$ cat config.mk
export PLATFORM = sky130hd
export DESIGN_NAME = cpsm_status
export DESIGN_NICKNAME = d
export VERILOG_FILES = /design/src/hdl/cpsm_status.v
export VERILOG_INCLUDE_DIRS = /design/src /design/src/hdl
export SDC_FILE = /design/constraint.sdc
export NUM_CORES = 1
export LEC_CHECK = 0
export BUFFER_PORTS_ARGS = -buffer_cell sky130_fd_sc_hd__buf_4
export CAP_MARGIN = 40
export CORE_ASPECT_RATIO = 2
export CORE_MARGIN = 2
export CORE_UTILIZATION = 56
export CTS_CLUSTER_DIAMETER = 100
export CTS_CLUSTER_SIZE = 30
export DETAILED_ROUTE_END_ITERATION = 6
export PLACE_DENSITY = 0.85
export SLEW_MARGIN = 20
export SYNTH_ARGS = -nofsm -noshare
export SYNTH_HDL_FRONTEND = slang
export SYNTH_SLANG_ARGS = --single-unit
$ cat constraint.sdc
create_clock -name hclk -period 4.2 [get_ports hclk]
set_input_delay 1.05 -clock hclk [delete_from_list [all_inputs] [get_ports hclk]]
set_output_delay 1.05 -clock hclk [all_outputs]
set_load 0.01 [all_outputs]
$ cat src/hdl/cpsm_consts.vh
/*
  constants for the can protocol status and priority match block:
  register offsets, field positions, reset values and bit counts.
  assumes inclusion by bare name from the design file.
*/
`ifndef CPSM_CONSTS_VH
`define CPSM_CONSTS_VH

// ===========================================================
// register byte offsets
`define CPSM_OFF_PSTAT     12'h044
`define CPSM_OFF_PRIORITY_MESSAGE_STATUS      12'h094
`define CPSM_OFF_CTRL      12'h000
`define CPSM_OFF_IRQ_STAT  12'h010
`define CPSM_OFF_IRQ_MASK  12'h014
`define CPSM_OFF_ERRCNT    12'h040

// ===========================================================
// reset values
`define CPSM_PSTAT_RST     32'h00000707
`define CPSM_PRIORITY_MESSAGE_STATUS_RST      32'h00000000
`define CPSM_PRIORITY_MESSAGE_STATUS_FLD_RST  16'h0000

// ===========================================================
// error codes
`define CPSM_EC_NONE       3'h0
`define CPSM_EC_STUFF      3'h1
`define CPSM_EC_FORM       3'h2
`define CPSM_EC_BIT0       3'h5
`define CPSM_EC_NOCHANGE   3'h7

// ===========================================================
// bus-off recovery counts
`define CPSM_IDLE_BITS     4'hB
`define CPSM_IDLE_SEQS     8'h81

// ===========================================================
// interrupt status bit positions
`define CPSM_IRQ_BUSOFF    0
`define CPSM_IRQ_RECOV     1
`define CPSM_IRQ_PRIO      2
`define CPSM_IRQ_W         3

`endif

$ cat src/hdl/cpsm_status.v
/*
  can protocol status and high priority message status block with an
  ahb-lite register slave and a level interrupt.
  assumes the protocol engine supplies one-cycle event pulses on hclk,
  a bit-time strobe, and that can_rx comes from the pin (synchronised).
*/
// Notes on behaviour
// (RL1) after a brs data phase the next event goes to the data-phase code.
// (RL2) an error in a fixed stuff bit of the fd crc is reported as form error.
// (RL3) entering bus-off sets the init flag itself and halts bus activity.
// (RL4) software cannot shorten the bus-off recovery via the init flag.
// (RL5) after init clears, 129 idle sequences of 11 recessive bits are waited.
// (RL6) the end of recovery resets transmit and receive error counters.
// (RL7) each 11-recessive sequence in recovery writes bit0 error code.
// (RL8) the receive error counter counts those sequences during recovery.
// (RL9) delay comp value in bits 22:16 is measured delay plus offset.
// (RL10) priority status updates on every priority filter match.
// (RL11) bit 15 gives the filter list: 0 standard, 1 extended.
// (RL12) bits 14:8 hold the matching filter index.
// (RL13) bits 7:6 give the storage indicator.
// (RL14) bits 5:0 hold the buffer or fifo element index.
`timescale 1ns/1ps
`default_nettype none
`include "cpsm_consts.vh"

module cpsm_status (
  input  wire        hclk,
  input  wire        hresetn,
  input  wire        hsel,
  input  wire [31:0] haddr,
  input  wire [1:0]  htrans,
  input  wire        hwrite,
  input  wire [2:0]  hsize,
  input  wire [31:0] hwdata,
  input  wire        hready,
  output reg  [31:0] hrdata,
  output wire        hreadyout,
  output wire        hresp,
  input  wire        can_rx,
  input  wire        bit_tick,
  input  wire        ev_valid,
  input  wire        ev_error,
  input  wire [2:0]  ev_code,
  input  wire        ev_fd_crc_stuff,
  input  wire        brs_data_phase,
  input  wire        go_bus_off,
  input  wire        error_warning_state,
  input  wire        error_passive_state,
  input  wire [1:0]  node_activity,
  input  wire        protocol_exception_flag,
  input  wire        fd_frame_received,
  input  wire        rate_switch_received,
  input  wire        error_state_indicator_received,
  input  wire [6:0]  tdc_measured,
  input  wire        tdc_update,
  input  wire        inc_tec,
  input  wire        inc_rec,
  input  wire        prio_match,
  input  wire        filter_list_select,
  input  wire [6:0]  matching_filter_index,
  input  wire [1:0]  storage_indicator,
  input  wire [5:0]  buffer_index,
  output wire        bus_halt,
  output wire        irq
);

  // =========================================================
  // ahb-lite slave
  reg        wr_pend_ff;
  reg        rd_pend_ff;
  reg [11:0] addr_ff;
  wire       take = hsel & hready & htrans[1];

  assign hreadyout = 1'b1;
  assign hresp     = 1'b0;

  always @(posedge hclk or negedge hresetn) begin
    if (!hresetn) begin
      wr_pend_ff <= 1'b0;
      rd_pend_ff <= 1'b0;
      addr_ff    <= 12'h000;
    end else begin
      wr_pend_ff <= take & hwrite;
      rd_pend_ff <= take & ~hwrite;
      if (take) begin
        addr_ff <= haddr[11:0];
      end
    end
  end

  wire wr_ctrl = wr_pend_ff & (addr_ff == `CPSM_OFF_CTRL);
  wire wr_mask = wr_pend_ff & (addr_ff == `CPSM_OFF_IRQ_MASK);
  // read-to-clear happens at the address phase so data shows old bits
  wire rd_stat = take & ~hwrite & (haddr[11:0] == `CPSM_OFF_IRQ_STAT);

  // =========================================================
  // can_rx synchroniser
  reg rx_s1_ff;
  reg rx_s2_ff;
  always @(posedge hclk or negedge hresetn) begin
    if (!hresetn) begin
      rx_s1_ff <= 1'b1;
      rx_s2_ff <= 1'b1;
    end else begin
      rx_s1_ff <= can_rx;
      rx_s2_ff <= rx_s1_ff;
    end
  end

  // =========================================================
  // bus-off and recovery
  reg       init_ff;
  reg       bus_off_ff;
  reg [3:0] rec_bits_ff;
  reg [7:0] rec_ff;
  reg [7:0] tec_ff;
  reg [2:0] lec_ff;
  reg [2:0] data_phase_error_code_field_ff;
  reg       fd_pend_ff;
  reg [6:0] delay_comp_value_ff;
  reg [6:0] tdco_ff;

  wire enter_bo   = go_bus_off & ~bus_off_ff;
  wire recovering = bus_off_ff & ~init_ff;
  wire seq_done   = recovering & bit_tick & rx_s2_ff &
                    (rec_bits_ff == `CPSM_IDLE_BITS - 4'h1);
  wire recov_end  = seq_done & (rec_ff == `CPSM_IDLE_SEQS - 8'h01);

  assign bus_halt = bus_off_ff | init_ff; // [RL3]

  // =========================================================
  // init request flag
  // setting the flag again in recovery only pauses the idle count; the
  // sequences already seen are kept, so the wait is never cut short
  always @(posedge hclk or negedge hresetn) begin
    if (!hresetn) begin
      init_ff <= 1'b0;
    end else if (enter_bo) begin
      init_ff <= 1'b1; // [RL3]
    end else if (wr_ctrl) begin
      init_ff <= hwdata[0]; // [RL4]
    end
  end

  // =========================================================
  // bus-off flag
  // only the full idle count ends bus-off; no register write touches it
  always @(posedge hclk or negedge hresetn) begin
    if (!hresetn) begin
      bus_off_ff <= 1'b0;
    end else if (enter_bo) begin
      bus_off_ff <= 1'b1; // [RL3]
    end else if (recov_end) begin
      bus_off_ff <= 1'b0; // [RL5]
    end
  end

  // =========================================================
  // recessive bit run
  // a dominant bit restarts the run, so a stuck bus never completes one
  always @(posedge hclk or negedge hresetn) begin
    if (!hresetn) begin
      rec_bits_ff <= 4'h0;
    end else if (enter_bo) begin
      rec_bits_ff <= 4'h0;
    end else if (recovering & bit_tick) begin
      if (!rx_s2_ff | seq_done) begin
        rec_bits_ff <= 4'h0;
      end else begin
        rec_bits_ff <= rec_bits_ff + 4'h1; // [RL5]
      end
    end
  end

  // =========================================================
  // error counters
  // outside bus-off the counters saturate instead of wrapping
  always @(posedge hclk or negedge hresetn) begin
    if (!hresetn) begin
      rec_ff <= 8'h00;
    end else if (enter_bo | recov_end) begin
      rec_ff <= 8'h00; // [RL6]
    end else if (seq_done) begin
      rec_ff <= rec_ff + 8'h01; // [RL8]
    end else if (~bus_off_ff & inc_rec & (rec_ff != 8'hFF)) begin
      rec_ff <= rec_ff + 8'h01;
    end
  end

  always @(posedge hclk or negedge hresetn) begin
    if (!hresetn) begin
      tec_ff <= 8'h00;
    end else if (recov_end) begin
      tec_ff <= 8'h00; // [RL6]
    end else if (~bus_off_ff & inc_tec & (tec_ff != 8'hFF)) begin
      tec_ff <= tec_ff + 8'h01;
    end
  end

  // =========================================================
  // error codes
  wire [2:0] ev_cls  = ev_fd_crc_stuff ? `CPSM_EC_FORM : ev_code; // [RL2]
  wire [2:0] ev_val  = ev_error ? ev_cls : `CPSM_EC_NONE;
  wire       ev_any  = ev_valid | ev_error;
  wire       to_data = ev_any & (fd_pend_ff | brs_data_phase);

  // the recovery bit0 code wins over a protocol event in the same cycle
  always @(posedge hclk or negedge hresetn) begin
    if (!hresetn) begin
      lec_ff <= `CPSM_EC_NOCHANGE;
    end else if (seq_done) begin
      lec_ff <= `CPSM_EC_BIT0; // [RL7]
    end else if (ev_any & ~to_data) begin
      lec_ff <= ev_val;
    end
  end

  always @(posedge hclk or negedge hresetn) begin
    if (!hresetn) begin
      data_phase_error_code_field_ff <= `CPSM_EC_NOCHANGE;
    end else if (to_data & ~seq_done) begin
      data_phase_error_code_field_ff <= ev_val; // [RL1]
    end
  end

  // a rate switch marks the next event, whichever cycle it comes in
  always @(posedge hclk or negedge hresetn) begin
    if (!hresetn) begin
      fd_pend_ff <= 1'b0;
    end else if (ev_any) begin
      fd_pend_ff <= 1'b0;
    end else if (brs_data_phase) begin
      fd_pend_ff <= 1'b1; // [RL1]
    end
  end

  // =========================================================
  // delay compensation
  // the field is seven bits wide; a sum above 127 wraps, so software
  // must keep measured delay plus offset inside the field's range
  wire [7:0] tdc_sum = {1'b0, tdc_measured} + {1'b0, tdco_ff};

  always @(posedge hclk or negedge hresetn) begin
    if (!hresetn) begin
      tdco_ff <= 7'h00;
    end else if (wr_ctrl) begin
      tdco_ff <= hwdata[14:8];
    end
  end

  always @(posedge hclk or negedge hresetn) begin
    if (!hresetn) begin
      delay_comp_value_ff <= 7'h00;
    end else if (tdc_update) begin
      delay_comp_value_ff <= tdc_sum[6:0]; // [RL9]
    end
  end

  // =========================================================
  // priority message status
  reg [15:0] priority_message_status_ff;
  always @(posedge hclk or negedge hresetn) begin
    if (!hresetn) begin
      priority_message_status_ff <= `CPSM_PRIORITY_MESSAGE_STATUS_FLD_RST;
    end else if (prio_match) begin
      priority_message_status_ff <= {filter_list_select,      // [RL10] [RL11]
                  matching_filter_index,   // [RL12]
                  storage_indicator,       // [RL13]
                  buffer_index};           // [RL14]
    end
  end

  // =========================================================
  // interrupts: set wins over read-to-clear
  reg [`CPSM_IRQ_W-1:0] ist_ff;
  reg [`CPSM_IRQ_W-1:0] imask_ff;
  wire [`CPSM_IRQ_W-1:0] iset = {prio_match, recov_end, enter_bo};

  // an event in the cycle of the clearing read survives that read, so
  // software sees it on its next read instead of losing it
  always @(posedge hclk or negedge hresetn) begin
    if (!hresetn) begin
      ist_ff <= 3'h0;
    end else begin
      ist_ff <= (rd_stat ? 3'h0 : ist_ff) | iset;
    end
  end

  always @(posedge hclk or negedge hresetn) begin
    if (!hresetn) begin
      imask_ff <= 3'h0;
    end else if (wr_mask) begin
      imask_ff <= hwdata[`CPSM_IRQ_W-1:0];
    end
  end
  assign irq = |(ist_ff & imask_ff);

  // =========================================================
  // read data
  wire [31:0] pstat = {9'h000, delay_comp_value_ff, 1'b0, protocol_exception_flag,
                       fd_frame_received, rate_switch_received,
                       error_state_indicator_received, data_phase_error_code_field_ff,
                       bus_off_ff, error_warning_state,
                       error_passive_state, node_activity, lec_ff};
  reg [31:0] nxt_rdata;
  always @* begin
    case (haddr[11:0])
      `CPSM_OFF_PSTAT:    nxt_rdata = pstat;
      `CPSM_OFF_PRIORITY_MESSAGE_STATUS:     nxt_rdata = {16'h0000, priority_message_status_ff};
      `CPSM_OFF_CTRL:     nxt_rdata = {17'h00000, tdco_ff, 7'h00, init_ff};
      `CPSM_OFF_IRQ_STAT: nxt_rdata = {29'h0, ist_ff};
      `CPSM_OFF_IRQ_MASK: nxt_rdata = {29'h0, imask_ff};
      `CPSM_OFF_ERRCNT:   nxt_rdata = {16'h0000, rec_ff, tec_ff};
      default:            nxt_rdata = 32'h00000000;
    endcase
  end
  always @(posedge hclk or negedge hresetn) begin
    if (!hresetn) begin
      hrdata <= 32'h00000000;
    end else if (take & ~hwrite) begin
      hrdata <= nxt_rdata;
    end
  end

endmodule // cpsm_status
`default_nettype wire

Word-level counts from Yosys, hierarchy flattened
Index checks and enable logic that the tools add are counted.
{"block": "classes", "addsub": 4, "eq_ne": 10, "n_mux": 20, "n_bitwise": 32, "n_reduce_logical": 11}
{"operator": "$pmux W23 S6", "count": 1}
{"operator": "$mux W8", "count": 5}
{"operator": "$eq A12 B5 Y1 const B", "count": 3}
{"operator": "$eq A12 B7 Y1 const B", "count": 2}
{"operator": "$logic_not A12 Y1", "count": 2}
{"operator": "$and A1 B1 Y1", "count": 20}
{"operator": "$add A8 B1 Y8 const B", "count": 2}
{"operator": "$ne A8 B8 Y1 const B", "count": 2}
{"operator": "$mux W3", "count": 5}
{"operator": "$eq A12 B8 Y1 const B", "count": 1}
{"operator": "$mux W4", "count": 3}
{"operator": "$reduce_bool A2 Y1", "count": 6}
{"operator": "$eq A8 B8 Y1 const B", "count": 1}
{"operator": "$add A7 B7 Y7", "count": 1}
{"operator": "$mux W1", "count": 6}
{"operator": "$not A1 Y1", "count": 5}
{"operator": "$or A1 B1 Y1", "count": 5}
{"operator": "$add A4 B1 Y4 const B", "count": 1}
{"operator": "$eq A4 B4 Y1 const B", "count": 1}
{"operator": "$and A3 B3 Y3", "count": 1}
{"operator": "$or A3 B3 Y3", "count": 1}
{"operator": "$reduce_bool A3 Y1", "count": 1}
{"operator": "$reduce_or A3 Y1", "count": 1}
{"operator": "$logic_not A1 Y1", "count": 1}
{"block": "totals", "regBits": 112, "inputBits": 119, "output_inout_bits": 36, "elab_cells": 95}

Logic depth before layout (Yosys ltp)
{"block": "logic_depth", "word_depth": 9, "mapped_depth": 7, "mapped_depth_nobuf": 6}

Least setup slack after synthesis
Ideal clock, no wire load.
{"block": "synth_path", "path_kind": "input to register", "from": "in tdc_measured[0]", "to": "reg delay_comp_value_ff[6]", "setup_time_ns": 0.099, "arrival_time_ns": 2.443, "path_slack_ns": 1.657, "cell_stages": 6, "path_cell_list": "ha_1 -> fa_1 -> a21o_1 -> a22o_1 -> o2111a_1 -> a311oi_1"}
{"block": "synth_via", "elab_chain_cells": 1}
{"element": "start, declared", "line_no": "cpsm_status.v:54", "source": "input wire [6:0] tdc_measured,"}
{"element": "$add A7 B7 Y7", "line_no": "cpsm_status.v:241", "source": "wire [7:0] tdc_sum = {1'b0, tdc_measured} + {1'b0, tdco_ff};"}
{"element": "end signal, assigned", "line_no": "cpsm_status.v:255", "source": "delay_comp_value_ff <= tdc_sum[6:0];"}
{"element": "end, declared", "line_no": "cpsm_status.v:120", "source": "reg [6:0] delay_comp_value_ff;"}
Every way passes these cells.
A chain may end at the register's enable or synchronous reset.

Worst setup path in the final report
{"block": "layout_path", "from": "in haddr[9]", "to": "reg hrdata[18]"}
{"block": "layout_via", "elab_chain_cells": 2, "word_cells_on_any_way": 7, "cone_classes": "5 x eq/ne; 1 x mux; 1 x reduce/logical"}
{"element": "start, declared", "line_no": "cpsm_status.v:30", "source": "input wire [31:0] haddr,"}
{"element": "$eq A12 B7 Y1 (tied with other cells)", "line_no": "cpsm_status.v:307", "source": "case (haddr[11:0])"}
{"element": "$pmux W23 S6 (*)", "line_no": "cpsm_status.v:307"}
{"element": "end signal, assigned", "line_no": "cpsm_status.v:321", "source": "hrdata <= nxt_rdata;"}
{"element": "end, declared", "line_no": "cpsm_status.v:36", "source": "output reg [31:0] hrdata,"}
Every way passes the cells marked *; elsewhere a longest branch is shown, timed or not.

==> flow_summary.rst <==
.. list-table::
   :header-rows: 1

   * - Metric
     - Value
   * - Number of global-route vias before repair
     - 4369
   * - Critical path depth
     - 5
   * - Area of all placed cells without fillers
     - ~6400 um2
   * - Placed Instance Area
     - between 6000 and 7000 um2
   * - Number of endpoints failing setup at the final stage
     - 0
   * - Cell leakage power
     - roughly 2.9 nW
   * - Crit path arrival time
     - 2860 ps
   * - H-tree Lvls
     - 3
   * - Delay of the slowest critical-path stage
     - between 700 and 800 ps
   * - Total design power
     - around 2.5 mW
   * - Syn_area_per_cell
     - around 11 um2
   * - Post-DRT Antenna Nets
     - 0
   * - Count of final max-slew check failures
     - 0
   * - Post-synth cell types
     - 63
   * - Worst max-slew margin expressed relative to the limit
     - a little over half
   * - Detailed-route via count
     - 4300
   * - Seq cells post-synth
     - a little over 100
   * - Dominant synthesized flop cell
     - dfrtp_1
   * - Count of inserted antenna diode cells
     - 0
   * - Worst R2R Setup Slack
     - about 2100 ps
   * - Sequential share of the synthesized area
     - between 40 and 50%
   * - Highest-count cells in the layout ignoring fill and taps
     - 103 x buf_4, 95 x dfrtp_1, 48 x mux2_2
   * - Total area of multi-input combinational cells
     - 2540 um2
   * - Share of layout cells above drive strength 1
     - 35.0%
   * - Max Cap Violations
     - 0
   * - Initial standard-cell utilization of the core
     - around 57%
   * - Type of element launching the critical path
     - primary input
   * - Post-synth top area share
     - about 44%
   * - Worst-case clock skew
     - between 6 and 7 ps
   * - Post-placement worst setup slack
     - around 1300 ps
   * - Hold Fails Final Rpt
     - 0
   * - First-pass detailed-route iteration total
     - 5
   * - Series of cell instances along the critical path
     - buf_4 > or4_1 > nor2_4 > and4_1 > a22o_1
   * - Reg2Reg Depth
     - 6
   * - Routability-driven placement congestion ratio
     - between 0.8 and 0.9
   * - DIE HEIGHT
     - between 100 and 150 um
   * - Final worst setup slack
     - 1630 ps
   * - Buffers added on ports
     - 97
   * - Count of boundary I/O pins
     - approximately 160
   * - Source-to-sink clock delay at the later pin of the worst-skew pair
     - 350 ps
   * - Largest net degree at the start of global routing
     - 49
   * - Unrepaired setup endpoints after global routing
     - no
   * - Class of the tightest hold or removal check
     - reg2reg
   * - Post-route clock period utilization
     - just over 60%
   * - Transition time of the tightest slew-check pin
     - 681 ps
   * - Endpoint of the worst setup timing path
     - hrdata[18]
   * - Aggregate global routing overflow
     - 0
   * - Post-placement cell count
     - around 670
   * - Status
     - complete, no violations
   * - Initial antenna violation count
     - 0
   * - First-pass GRT wire length
     - 21.0 mm
   * - Die span in x
     - roughly 73 um
   * - Maximum frequency from static timing analysis
     - 389 MHz
   * - Final period demand of the worst path
     - about 2600 ps
   * - Count of standard-cell rows
     - 50
   * - Crit-path leading delay family
     - simple AND/OR/NAND/NOR gates
   * - Crit-path slowest cell
     - or4_1
   * - Largest voltage drop on the vdd net
     - around 0.00024 V
   * - Cell area after synthesis
     - 5350 um2
   * - TritonCTS clock tree
     - built
   * - Data required time at the worst endpoint
     - 4490 ps
   * - Kind of end point of the critical path
     - flip-flop
   * - Core area
     - about 9300 um2
   * - Detailed placement HPWL
     - approximately 10 mm
   * - Cell type contributing the most total cell area after synthesis
     - dfrtp_1
   * - Routed vias/inst
     - 6.29
   * - Post-cts resize count
     - 0
   * - Floorplan die area
     - between 10000 and 15000 um2
   * - TritonCTS Sinks
     - 103
   * - Post-synth EDFFs
     - 0
   * - Buffering stage count on the worst path with inverters included
     - 1
   * - Number of buffers inserted by post-CTS setup repair
     - 0
   * - Nets
     - approximately 710
   * - Sequential cell area in the final layout
     - 2590 um2
   * - Total Neg Setup Slack
     - 0 ps
   * - Total routed wirelength
     - approximately 13 mm
   * - Power per unit of standard cell area
     - about 390 nW/um2
   * - Total routing resource utilization after global routing
     - between 20% and 30%
   * - Fraction of registers with async set or reset after synthesis
     - 100%
   * - Top fanout value on the critical path
     - 9
   * - Post-synthesis cell count
     - about 490
   * - Clock transition at the registers of the reported paths
     - 70 ps
   * - First DRT Iteration DRCs
     - roughly 220
   * - Largest buffer count on any clock path
     - 2
   * - Launch point of the worst reg-to-reg path
     - tdco_ff[0]
   * - Number of clock buffers inserted by TritonCTS
     - 9
   * - Commonest non-fill, non-tap cell in the layout
     - buf_4
   * - Post-layout utilization of the core
     - 68.8%
   * - Hold bufs inserted after CTS
     - 0
   * - Number of fillers in the final layout
     - about 700
   * - Hold Worst Slack
     - about 360 ps
   * - DRC errors left
     - 0
   * - Number of warning messages in the yosys log
     - 0
   * - Area grow syn2layout
     - 19.9%
   * - Number of cells in the finished layout apart from fillers
     - around 680
   * - CP startpoint
     - haddr[9]
   * - Average routed wire per standard cell
     - about 20 um
   * - Cell at the root of the clock tree
     - clkbuf_16
   * - Cells taking the most area after synthesis
     - dfrtp_1 44%, mux2_2 10%, dfstp_2 3.9%
   * - Worst setup path category
     - in2reg
   * - Endpoint of the worst register-to-register path
     - delay_comp_value_ff[6]
-- layout make-up --
type                            count  area share, %
Tap cell                          104           2.03
Clock buffer                       12           4.00
Inverter                           13          0.761
Timing Repair Buffer              105           12.7
Multi-Input combinational cell    343           39.7
Sequential cell                   103           40.4
Clock inverter                      4          0.468
-- power breakdown --
part / leakage [nW] / switching, mW / internal (mW) / total (mW)
Sequential: 1.24 / 0.121 / 1.12 / 1.24
Clock: 0.139 / 0.363 / 0.436 / 0.799
Combinational: 1.49 / 0.212 / 0.226 / 0.438
-- kinds of logic after synthesis --
family,count (synthesis),share of synthesized area (%)
adders and majority gates,12,2.95
xor gates and xnor gates,6,0.982
AOI/OAI and AO/OA,119,16.7
other,2,0.140
DFF,103,48.4
and+or+nand+nor,143,15.3
muxes,52,10.9
buffers and inverters,50,4.72
-- routing by layer --
metal,global-route usage [%],share of wire (%),vias up
met2,47.5,55,181
li1,-,-,1957
met1,28.4,35,2115
met3,5.10,5.0,47
met4,13.9,4.9,0
met5,0,0,-
-- state kept, by name, indices dropped and copies added, names as in the netlist --
signal,flops
rec_ff,8
rx_s2_ff,1
delay_comp_value_ff,7
lec_ff,3
rec_bits_ff,4
data_phase_error_code_field_ff,3
tec_ff,8
tdco_ff,7
rx_s1_ff,1
hrdata,23
bus_off_ff,1
ist_ff,3
priority_message_status_ff,16
init_ff,1
fd_pend_ff,1
imask_ff,3
addr_ff,12
wr_pend_ff,1
-- synth_stat cells, types with 4 or more instances --
library cell,count
buf_2,7
a21oi_1,9
xor2_1,5
nand4_1,6
o211ai_1,4
nand3_1,13
a211o_2,7
a22o_1,17
dfstp_2,8
a21o_1,6
dfrtp_1,95
and3_1,13
nor3b_1,10
a31oi_1,5
a21oi_2,14
nor3_1,7
inv_1,13
and3b_1,4
nand2_1,33
mux2_2,48
a41oi_1,5
ha_1,11
o21ai_1,5
clkbuf_1,15
buf_4,11
a32oi_1,6
mux2i_1,4
nor2_1,22
nand2b_1,7
o21ai_0,20
-- how the worst min path moves through the flow --
stage | end | startpoint | slack [ps] | depth (start not counted)
3_3_place_gp | rx_s2_ff | rx_s1_ff | 350 | 0
2_1_floorplan | rx_s2_ff | rx_s1_ff | 350 | 0
3_5_place_dp | rx_s2_ff | rx_s1_ff | 350 | 0
5_1_grt | rx_s2_ff | rx_s1_ff | 360 | 0
4_1_cts | rx_s2_ff | rx_s1_ff | 360 | 0
6_report | rx_s2_ff | rx_s1_ff | 360 | 0
-- worst reg2reg max path, cell delays in order, from the launching register on --
cell and delay (ps):
dfrtp_1 410, ha_1 220, fa_1 430, a21o_1 200, a22o_1 210, o2111a_1 240, a311oi_1 280
Power figures use the tool's default switching activity.
